[src/mpb_pkg.sv]
package mpb_pkg;
  // ----------------------------------------------------------------
  // Register map
  // ----------------------------------------------------------------
  localparam logic [7:0]  MPB_ADDR_FLOW    = 8'h00; // Enable and pause time
  localparam logic [7:0]  MPB_ADDR_AUTO    = 8'h04; // Marks, duration, qualifiers
  localparam logic [7:0]  MPB_ADDR_STATUS  = 8'h08; // Live state, read only
  localparam logic [7:0]  MPB_ADDR_MGMT    = 8'h0C; // Indirect phy register access
  localparam logic [7:0]  MPB_ADDR_MGDATA  = 8'h10; // Management read data
  // Field positions
  localparam int          MPB_FLOW_EN_BIT  = 0;
  localparam int          MPB_FLOW_FD_BIT  = 1;
  localparam int          MPB_FLOW_SPD_BIT = 2;
  localparam int          MPB_FLOW_PT_LSB  = 16;
  localparam int          MPB_AUTO_LO_LSB  = 0;
  localparam int          MPB_AUTO_HI_LSB  = 8;
  localparam int          MPB_AUTO_DUR_LSB = 16;
  localparam int          MPB_AUTO_ANY_BIT = 24;
  localparam int          MPB_AUTO_ADD_BIT = 25;
  localparam int          MPB_AUTO_MUL_BIT = 26;
  localparam int          MPB_AUTO_BRD_BIT = 27;
  // Reset values
  localparam logic [31:0] MPB_FLOW_RST     = 32'h0000_0000;
  localparam logic [31:0] MPB_AUTO_RST     = 32'h0000_0000;
  // Timing: one quantum is 512 bit times
  localparam int          MPB_QUANTUM_BITS = 512;
  localparam int          MPB_CLK_MHZ      = 250;
  localparam int          MPB_BIT_NS_100   = 10;
  localparam int          MPB_BIT_NS_10    = 100;
  localparam int          MPB_CLK_NS       = 1000 / MPB_CLK_MHZ;
  localparam logic [15:0] MPB_Q_CYC_100    = 16'((MPB_QUANTUM_BITS * MPB_BIT_NS_100) / MPB_CLK_NS);
  localparam logic [15:0] MPB_Q_CYC_10     = 16'((MPB_QUANTUM_BITS * MPB_BIT_NS_10) / MPB_CLK_NS);
  // Management bit length in clock cycles less one, and frame length in bits
  localparam logic [7:0]  MPB_MG_CYC       = 8'h40;
  localparam logic [5:0]  MPB_MG_BITS      = 6'h20;

  typedef enum logic [1:0] {
    MPB_BP_IDLE = 2'b00,   // Below marks, no back pressure
    MPB_BP_WAIT = 2'b01,   // Armed, waiting for a receive start
    MPB_BP_JAM  = 2'b11,   // Jamming a received frame
    MPB_BP_PASS = 2'b10    // Duration elapsed, letting one frame in
  } mpb_bp_t;
endpackage : mpb_pkg

[src/mpb_flow.sv]
`timescale 1ns/10ps
`default_nettype none
// Summary of operation
// - Flow control only with enable bit set
// - Pause unit is 512 bit times, 16 bits
// - Received pause frame holds off transmission
// - Pause starts after current frame ends
// - Control frames still forwarded on receive
// - Full duplex high mark sends pause time
// - Full duplex below low mark sends zero
// - Rearm only after low then high
// - Half duplex: wait receive start, then jam
// - Jam only at start of received frame
// - High mark arms qualified jamming; timer counts while jamming
// - Timer expiry lets exactly one frame in
// - Still above low mark: restart timer
// - Below low mark: reset timer, disarm
// - Low all ones, high zero: forced
// - Both speeds, both duplex modes
// - Back to back minimum frames sustained
// - Collision handling only in half duplex
// - Indirect phy register access via management

// Flow control for a 10/100 MAC: pause frames in full duplex,
// collision back pressure in half duplex, both steered by the receive
// fill marks, plus a serial management shifter for phy registers.
// Register bus: write and read strobes are one cycle; read data stand
// only in the cycle after the read and are zero otherwise.

module mpb_flow (
  input  wire logic        I_SYS_CLK,
  input  wire logic        I_RST_N,
  input  wire logic        I_CE,
  // Register bus
  input  wire logic [7:0]  I_ADDR,
  input  wire logic [31:0] I_WDATA,
  input  wire logic        I_WR,
  input  wire logic        I_RD,
  output logic      [31:0] O_RDATA,
  // Receive side status from the framer
  input  wire logic [7:0]  I_RX_FILL,
  input  wire logic        I_RX_SOF,
  input  wire logic        I_RX_EOF,
  input  wire logic        I_RX_ADDR_MATCH,
  input  wire logic        I_RX_MCAST,
  input  wire logic        I_RX_BCAST,
  input  wire logic        I_RX_PAUSE_VLD,
  input  wire logic [15:0] I_RX_PAUSE_VAL,
  // Transmit side handshake
  input  wire logic        I_TX_BUSY,
  input  wire logic        I_TX_PAUSE_ACK,
  input  wire logic        I_COL_DET,
  // Controls back to the framer
  output logic             O_TX_HOLD,
  output logic             O_TX_PAUSE_REQ,
  output logic      [15:0] O_TX_PAUSE_VAL,
  output logic             O_JAM,
  output logic             O_RX_CTRL_FWD,
  output logic             O_COL_EN,
  // Management pins
  output logic             O_MDC,
  output logic             O_MDIO_O,
  output logic             O_MDIO_OE,
  input  wire logic        I_MDIO_I
);
  import mpb_pkg::*;

  // All state lives in one packed struct: the comb block computes a
  // complete next copy and the clocked block registers it, so every
  // field shares the same reset and clock-enable treatment.

  // ----------------------------------------------------------------
  // State
  // ----------------------------------------------------------------
  typedef struct packed {
    logic [31:0] flow;
    logic [31:0] auto_cfg;
    logic [31:0] rdata;
    logic [15:0] pause_cnt;
    logic [15:0] tick_cnt;
    logic        pause_pend;
    logic [15:0] pause_pend_val;
    logic        tx_req;
    logic [15:0] tx_val;
    logic        fd_armed;
    logic        fd_sent_hi;
    mpb_bp_t     bp;
    logic [7:0]  dur_cnt;
    logic        fwd;
    logic [31:0] mg_shift;
    logic [7:0]  mg_cyc;
    logic [5:0]  mg_bits;
    logic        mg_busy;
    logic        mg_rd;
    logic [15:0] mg_rdata;
  } mpb_state_t;

  // Field groups: registers (flow, auto_cfg, rdata), received pause
  // (pause_cnt, tick_cnt, pending), pause generation (tx_req, tx_val,
  // fd_armed, fd_sent_hi), back pressure (bp, dur_cnt), forward pulse
  // and the management shifter (mg_*).

  mpb_state_t st_reg;
  mpb_state_t st_next;

  // Decoded views of the configuration registers
  logic        en;
  logic        fdx;
  logic [7:0]  lo_mark;
  logic [7:0]  hi_mark;
  logic [7:0]  dur_lim;
  logic        forced;
  logic        above_hi;
  logic        below_lo;
  logic        qual_hit;
  logic [15:0] q_cyc;

  // Threshold compare shared by both duplex paths
  // Unsigned; a fill equal to the mark counts as reaching it
  function automatic logic mpb_ge(input logic [7:0] a, input logic [7:0] b);
    mpb_ge = (a >= b);
  endfunction : mpb_ge

  // ----------------------------------------------------------------
  // Decoded configuration
  // ----------------------------------------------------------------
  assign en       = st_reg.flow[MPB_FLOW_EN_BIT];
  assign fdx      = st_reg.flow[MPB_FLOW_FD_BIT];
  assign lo_mark  = st_reg.auto_cfg[MPB_AUTO_LO_LSB +: 8];
  assign hi_mark  = st_reg.auto_cfg[MPB_AUTO_HI_LSB +: 8];
  assign dur_lim  = st_reg.auto_cfg[MPB_AUTO_DUR_LSB +: 8];
  // Forced mode: software steers jamming through the qualifiers alone
  assign forced   = (lo_mark == 8'hFF) && (hi_mark == 8'h00);
  assign above_hi = forced || mpb_ge(I_RX_FILL, hi_mark);
  assign below_lo = !forced && !mpb_ge(I_RX_FILL, lo_mark);
  assign qual_hit = st_reg.auto_cfg[MPB_AUTO_ANY_BIT]
                 || (st_reg.auto_cfg[MPB_AUTO_ADD_BIT] && I_RX_ADDR_MATCH)
                 || (st_reg.auto_cfg[MPB_AUTO_MUL_BIT] && I_RX_MCAST)
                 || (st_reg.auto_cfg[MPB_AUTO_BRD_BIT] && I_RX_BCAST);
  // Quantum length follows the active line rate
  assign q_cyc    = st_reg.flow[MPB_FLOW_SPD_BIT] ? MPB_Q_CYC_100 : MPB_Q_CYC_10;
  // Limitation: a speed change while a pause runs also alters the quantum
  // already counting, since tick_cnt is compared with the new q_cyc.

  // ----------------------------------------------------------------
  // Next state
  // ----------------------------------------------------------------
  always_comb begin
    st_next       = st_reg;
    st_next.fwd   = 1'b0;
    st_next.rdata = 32'h0000_0000;

    // Defaults: pulses drop unless set again below, and read data are
    // zero outside the cycle after a read.

    // Register writes; a management write while busy is ignored so a
    // frame in flight is never corrupted
    if (I_WR) begin
      unique case (I_ADDR)
        MPB_ADDR_FLOW: st_next.flow = I_WDATA;
        MPB_ADDR_AUTO: st_next.auto_cfg = I_WDATA;
        MPB_ADDR_MGMT: begin
          if (!st_reg.mg_busy) begin
            st_next.mg_shift = I_WDATA;
            st_next.mg_busy  = 1'b1;
            st_next.mg_rd    = I_WDATA[29];
            st_next.mg_bits  = MPB_MG_BITS;
            st_next.mg_cyc   = MPB_MG_CYC;
          end
        end
        default: ;
      endcase
    end


    // Register reads, data one cycle later; unmapped reads return zero
    if (I_RD) begin
      unique case (I_ADDR)
        MPB_ADDR_FLOW:   st_next.rdata = st_reg.flow;
        MPB_ADDR_AUTO:   st_next.rdata = st_reg.auto_cfg;
        MPB_ADDR_STATUS: st_next.rdata = {st_reg.pause_cnt, 8'h00, st_reg.mg_busy,
                                          st_reg.fd_armed, st_reg.tx_req, (st_reg.pause_cnt != 16'h0000),
                                          st_reg.bp, 2'b00};
        MPB_ADDR_MGMT:   st_next.rdata = {31'h0000_0000, st_reg.mg_busy};
        MPB_ADDR_MGDATA: st_next.rdata = {16'h0000, st_reg.mg_rdata};
        default:         st_next.rdata = 32'h0000_0000;
      endcase
    end


    // Priority: a new pause frame beats a pending load, which beats the
    // quantum countdown. A zero value cancels both hold and pending.
    // Received pause: control frames also pass on to the receive path
    if (I_RX_PAUSE_VLD) begin
      st_next.fwd = 1'b1;
      if (en && fdx) begin
        if (I_RX_PAUSE_VAL == 16'h0000) begin
          st_next.pause_cnt  = 16'h0000;
          st_next.pause_pend = 1'b0;
        end else if (I_TX_BUSY) begin
          st_next.pause_pend     = 1'b1;
          st_next.pause_pend_val = I_RX_PAUSE_VAL;
        end else begin
          st_next.pause_cnt = I_RX_PAUSE_VAL;
          st_next.tick_cnt  = 16'h0000;
        end
      end
    end else if (st_reg.pause_pend && !I_TX_BUSY) begin
      st_next.pause_cnt  = st_reg.pause_pend_val;
      st_next.pause_pend = 1'b0;
      st_next.tick_cnt   = 16'h0000;
    end else if (st_reg.pause_cnt != 16'h0000) begin
      // One decrement per slot-time quantum
      if (st_reg.tick_cnt >= q_cyc - 16'h0001) begin
        st_next.tick_cnt  = 16'h0000;
        st_next.pause_cnt = st_reg.pause_cnt - 16'h0001;
      end else begin
        st_next.tick_cnt = st_reg.tick_cnt + 16'h0001;
      end
    end

    // Leaving full duplex or disabling flow control drops any hold at once
    if (!en || !fdx) begin
      st_next.pause_cnt  = 16'h0000;
      st_next.pause_pend = 1'b0;
    end


    // fd_armed and fd_sent_hi form the low-then-high rearm latch: only one
    // nonzero frame goes out per excursion above the high mark.
    // Full-duplex pause generation, one request held until the transmitter takes it
    if (st_reg.tx_req && I_TX_PAUSE_ACK) begin
      st_next.tx_req = 1'b0;
    end
    if (en && fdx) begin
      if (st_reg.fd_armed && above_hi) begin
        st_next.tx_req     = 1'b1;
        st_next.tx_val     = st_reg.flow[MPB_FLOW_PT_LSB +: 16];
        st_next.fd_armed   = 1'b0;
        st_next.fd_sent_hi = 1'b1;
      end else if (st_reg.fd_sent_hi && below_lo) begin
        st_next.tx_req     = 1'b1;
        st_next.tx_val     = 16'h0000;
        st_next.fd_sent_hi = 1'b0;
        st_next.fd_armed   = 1'b1;
      end
    end else begin
      st_next.fd_armed   = 1'b1;
      st_next.fd_sent_hi = 1'b0;
      st_next.tx_req     = 1'b0;
    end


    // The duration timer runs only while a frame is jammed and saturates at
    // the limit; it is cleared on every return to idle and after the one
    // frame that is let through, so a stale count never carries over.
    // Half-duplex back pressure
    if (st_reg.bp == MPB_BP_JAM && st_reg.dur_cnt != dur_lim) begin
      st_next.dur_cnt = st_reg.dur_cnt + 8'h01;
    end
    if (!en || fdx) begin
      st_next.bp      = MPB_BP_IDLE;
      st_next.dur_cnt = 8'h00;
    end else begin
      unique case (st_reg.bp)
        // Idle until the fill reaches the high mark
        MPB_BP_IDLE: begin
          if (above_hi) begin
            st_next.bp      = MPB_BP_WAIT;
            st_next.dur_cnt = 8'h00;
          end
        end

        // Armed: jam only a qualified frame start with the transmitter idle
        MPB_BP_WAIT: begin
          if (below_lo) begin
            st_next.bp      = MPB_BP_IDLE;
            st_next.dur_cnt = 8'h00;
          end else if (st_reg.dur_cnt == dur_lim) begin
            st_next.bp = MPB_BP_PASS;
          end else if (I_RX_SOF && !I_TX_BUSY && qual_hit) begin
            st_next.bp = MPB_BP_JAM;
          end
        end

        // Jam until the frame ends or the fill falls below the low mark
        MPB_BP_JAM: begin
          if (below_lo) begin
            st_next.bp      = MPB_BP_IDLE;
            st_next.dur_cnt = 8'h00;
          end else if (I_RX_EOF) begin
            st_next.bp = (st_next.dur_cnt == dur_lim) ? MPB_BP_PASS : MPB_BP_WAIT;
          end
        end

        // One frame passes unjammed; its end decides rearm or idle
        MPB_BP_PASS: begin
          if (I_RX_EOF) begin
            st_next.dur_cnt = 8'h00;
            st_next.bp      = below_lo ? MPB_BP_IDLE : MPB_BP_WAIT;
          end
        end
      endcase
    end


    // Each bit takes MPB_MG_CYC+1 clocks: the clock pin is low for the
    // first half and high for the second, and data change only at the
    // wrap, so the phy sees stable data on its rising edge. On reads the
    // line is released from the turnaround on and the last 16 bits are kept.
    // Management serial engine: shifts a 32-bit frame, captures low 16 on reads
    if (st_reg.mg_busy) begin
      if (st_reg.mg_cyc != 8'h00) begin
        st_next.mg_cyc = st_reg.mg_cyc - 8'h01;
      end else begin
        st_next.mg_cyc   = MPB_MG_CYC;
        st_next.mg_shift = {st_reg.mg_shift[30:0], 1'b0};
        if (st_reg.mg_rd && st_reg.mg_bits <= 6'h10) begin
          st_next.mg_rdata = {st_reg.mg_rdata[14:0], I_MDIO_I};
        end
        if (st_reg.mg_bits == 6'h01) begin
          st_next.mg_busy = 1'b0;
        end
        st_next.mg_bits = st_reg.mg_bits - 6'h01;
      end
    end
  end

  // ----------------------------------------------------------------
  // Registered state, frozen while the clock enable is low
  // Reset is synchronous and loads constants only, so it needs no
  // next-state logic and cannot pick up a stale input.
  // ----------------------------------------------------------------
  always_ff @(posedge I_SYS_CLK) begin
    if (!I_RST_N) begin
      st_reg            <= '0;
      st_reg.flow       <= MPB_FLOW_RST;
      st_reg.auto_cfg   <= MPB_AUTO_RST;
      st_reg.fd_armed   <= 1'b1;
      st_reg.bp         <= MPB_BP_IDLE;
    end else if (I_CE) begin
      st_reg <= st_next;
    end
  end

  // ----------------------------------------------------------------
  // Outputs
  // ----------------------------------------------------------------
  // Handshake outputs are plain decodes of registered state
  assign O_RDATA        = st_reg.rdata;
  // Hold covers data frames only; pause frames still go out
  assign O_TX_HOLD      = (st_reg.pause_cnt != 16'h0000);
  assign O_TX_PAUSE_REQ = st_reg.tx_req;
  assign O_TX_PAUSE_VAL = st_reg.tx_val;
  assign O_JAM          = (st_reg.bp == MPB_BP_JAM);
  assign O_RX_CTRL_FWD  = st_reg.fwd;
  // No contention in full duplex; gaps and rate are left to the framer
  assign O_COL_EN       = !fdx;
  // Management clock only runs while a frame is in flight; the enable
  // drops for the turnaround and data phase of a read
  assign O_MDC          = st_reg.mg_busy && (st_reg.mg_cyc < (MPB_MG_CYC >> 1));
  assign O_MDIO_O       = st_reg.mg_shift[31];
  assign O_MDIO_OE      = st_reg.mg_busy && !(st_reg.mg_rd && st_reg.mg_bits <= 6'h12);


  // Unused: collision sensing stays with the framer, which also owns
  // gap timing and retransmission in half duplex.

endmodule : mpb_flow
`default_nettype wire

[config.mk]
export PLATFORM = sky130hd
export DESIGN_NAME = mpb_flow
export DESIGN_NICKNAME = d
export VERILOG_FILES = /design/src/mpb_pkg.sv /design/src/mpb_flow.sv
export SDC_FILE = /design/constraint.sdc
export NUM_CORES = 1
export LEC_CHECK = 0
export BUFFER_PORTS_ARGS = -buffer_cell sky130_fd_sc_hd__buf_2
export CORE_ASPECT_RATIO = 1.2
export CORE_MARGIN = 5
export CORE_UTILIZATION = 59
export DETAILED_ROUTE_END_ITERATION = 8
export PLACE_DENSITY = 0.91
export SLEW_MARGIN = 40
export SYNTH_ARGS = -nofsm -noshare
export SYNTH_HDL_FRONTEND = slang
export SYNTH_SLANG_ARGS = --single-unit
[constraint.sdc]
create_clock -name I_SYS_CLK -period 3.5 [get_ports I_SYS_CLK]
set_input_delay 1.05 -clock I_SYS_CLK [delete_from_list [all_inputs] [get_ports I_SYS_CLK]]
set_output_delay 1.05 -clock I_SYS_CLK [all_outputs]
set_load 0.1 [all_outputs]
==> impl_metrics.tcl <==
set metrics [dict create \
    status "finished, final reports clean" \
    fmax_mhz 298 \
    htree_levels 1 \
    mostFrequentLayoutCells "dfxtp_1, nand2_1, a21oi_1, nor2_1, buf_2" \
    antenna_found_initial 2 \
    syn_avg_cell_area_um2 7.92 \
    cp_max_fo 6 \
    post-route-period-util_pct 96.0 \
    cp-start-kind "flop" \
    gr-total-overflow 0 \
    coreArea_mm2 0.0195 \
    slew_headroom_pct 52.7 \
    cp_cell_sequence "inv_1 > ha_1 > nor2b_1 > nand3_1 > or3_4 > buf_4" \
    path_depth 6 \
    clkSinkCount 239 \
    ir_drop_mv 0.316 \
    crit_path_max_incr_delay_ns 0.46 \
    synth_seq_cells 239 \
    finalSetupViolCount 0 \
    final_area_mm2 0.0132 \
    fillers 1490 \
    die-height_um 164 \
    dieArea_mm2 0.0228 \
    synth_nets 1587 \
    finalHoldViolCount 0 \
    power_density_mw_per_mm2 431 \
    path_clk_slew_ns 0.06 \
    viasPerCell 6.26 \
    die_w_um 139 \
    post-place-cells 1772 \
    arrival_ns 2.31 \
    rows 56 \
    synth_flop_cell "dfxtp_1" \
    leakagePower_nw 5.19 \
    place.gp.congestion 0.961 \
    drt-initial-drc-count 1330 \
    grt.total_usage_pct 27.9 \
    clk_latency_ns 0.51 \
    largest_register_ffs 162 \
    synth-seq-area-share_pct 40.8 \
    io_pins 135 \
    drv_cap 0 \
    synth.cell_area_mm2 0.0117 \
    cts_buffer_depth 3 \
    post_cts_resized 0 \
    drive_above_1_share_pct 14.9 \
    placed_area_mm2 0.0123 \
    required_ns 2.45 \
    r2r_cells 9 \
    cts_root_buf "clkbuf_16" \
    drc 0 \
    dr.pass1.iters 8 \
    holdBufCountCts 0 \
    post_cts_buffers 0 \
    wl_per_cell_um 18.4 \
    initial_utilization_pct 60.0 \
    ant_nets 0 \
    grt_pass1_wl_um 53600 \
    synthCells 1482 \
    syn_to_final_growth_pct 12.1 \
    slowest_stage "or3_4" \
    rsz0062_at_grt "no" \
    portBuffers 133 \
    final.min_clock_period_ns 3.36 \
    end_kind "primary output" \
    yosysWarnings 0 \
    utilization_pct 67.3 \
    dp_hpwl_um 23000 \
    cp.buffers_inverters 2 \
    drv_slew 0 \
    max_slew.worst_pin.slew_ns 0.707 \
    fin_nets 1642 \
    vias 11400 \
    synth_edf_count 0 \
    cts_buffers 24 \
    ys_async_sr_fraction_pct 0 \
    path_class "reg -> out" \
    finClkSkew_ns 0.00941 \
    grt_max_degree 61 \
    yosys.cell_types.count 67 \
    hold_path.class "reg -> reg" \
    final_common_cell "dfxtp_1" \
    cp_top_family "simple AND/OR/NAND/NOR gates" \
    cts_tree "built" \
    grt_pass1_vias 11000 \
    instances_no_fill 1816 \
    wl_um 33500 \
    hold_depth 2 \
]
area by class of cell:
cell class	instances	area (µm²)	share of cell area [%]
inverter	39	149	1.13
clock buffer	38	724	5.51
multi-input combinational	1056	6060	46.1
clock inverter	4	72.6	0.552
timing repair buffer	177	1040	7.87
sequential	239	4780	36.4
antenna	2	5.00	0.0380
tap	261	327	2.48
kinds of logic after synthesis:
family / count (synthesis) / synth area share, %
AND/OR/NAND/NOR: 539 / 20.8
AO/OA/AOI/OAI: 415 / 21.8
flip-flops: 239 / 40.8
buffers and inverters: 187 / 7.82
XOR/XNOR: 41 / 3.06
multiplexers: 35 / 2.99
adder cells (fa/ha/maj): 26 / 2.77
synthesized netlist by cell type, drive strengths merged (6+ instances only):
library cell	number	area, µm²
dfxtp	239	4780
nand2	222	833
a21oi	203	1020
nor2	143	537
clkbuf	85	319
buf	63	452
o21ai	53	265
o22ai	42	263
inv	39	146
nand3	36	180
mux2i	35	350
ha	26	325
xor2	25	219
and2	21	131
nor3	21	110
nor4	18	125
a22o	17	149
nand2b	17	106
a21o	16	120
xnor2	16	140
a222oi	15	150
nand4	15	93.8
a31oi	12	90.1
and3	10	62.6
or3	8	50.1
a211oi	7	57.6
nor2b	7	43.8
o211ai	7	52.6
and4	6	52.6
worst register-to-register path, delay by kind of cell (launching register included):
| family | cells | cell delay, ns |
|---|---|---|
| compound gates | 5 | 1.89 |
| flops | 1 | 0.35 |
| buf+inv | 1 | 0.26 |
| simple gates | 2 | 0.33 |
| fa+ha+maj | 1 | 0.24 |
where the power goes:
part / leakage (nW) / internal [mW] / switching, mW
Combinational: 2.87 / 0.107 / 0.222
Sequential: 1.93 / 2.73 / 0.00747
Clock: 0.386 / 1.56 / 1.05
stage by stage:
step / hold slack (ns) / power, mW / setup WS (ns) / TNS (ns)
floorplan: 0.431 / 2.98 / 0.304 / 0
global placement: 0.437 / 3.10 / 0.0134 / 0
detailed placement: 0.447 / 3.11 / -0.0403 / -0.0403
CTS: 0.456 / 5.67 / 0.0446 / 0
global route: 0.483 / 5.84 / 0.0233 / 0
finish: 0.456 / 5.68 / 0.140 / 0
path summary, 6_finish.rpt:
| path | start | to | slack, ns |
|---|---|---|---|
| max | st_reg[127] | O_TX_HOLD | 0.14 |
| min | st_reg[203] | st_reg[203] | 0.46 |
| max reg2reg | st_reg[111] | st_reg[129] | 0.34 |
| min reg2reg | st_reg[203] | st_reg[203] | 0.46 |
layer usage:
metal / GRT usage [%] / vias to the layer above / part of all wire [%]
met3: 4.37 / 158 / 7.6
met5: 0 / - / 0
met4: 15.7 / 0 / 5.5
met1: 33.1 / 5345 / 38
met2: 48.5 / 594 / 49
li1: - / 5266 / -
No activity file was read; power rests on OpenSTA's default activity.
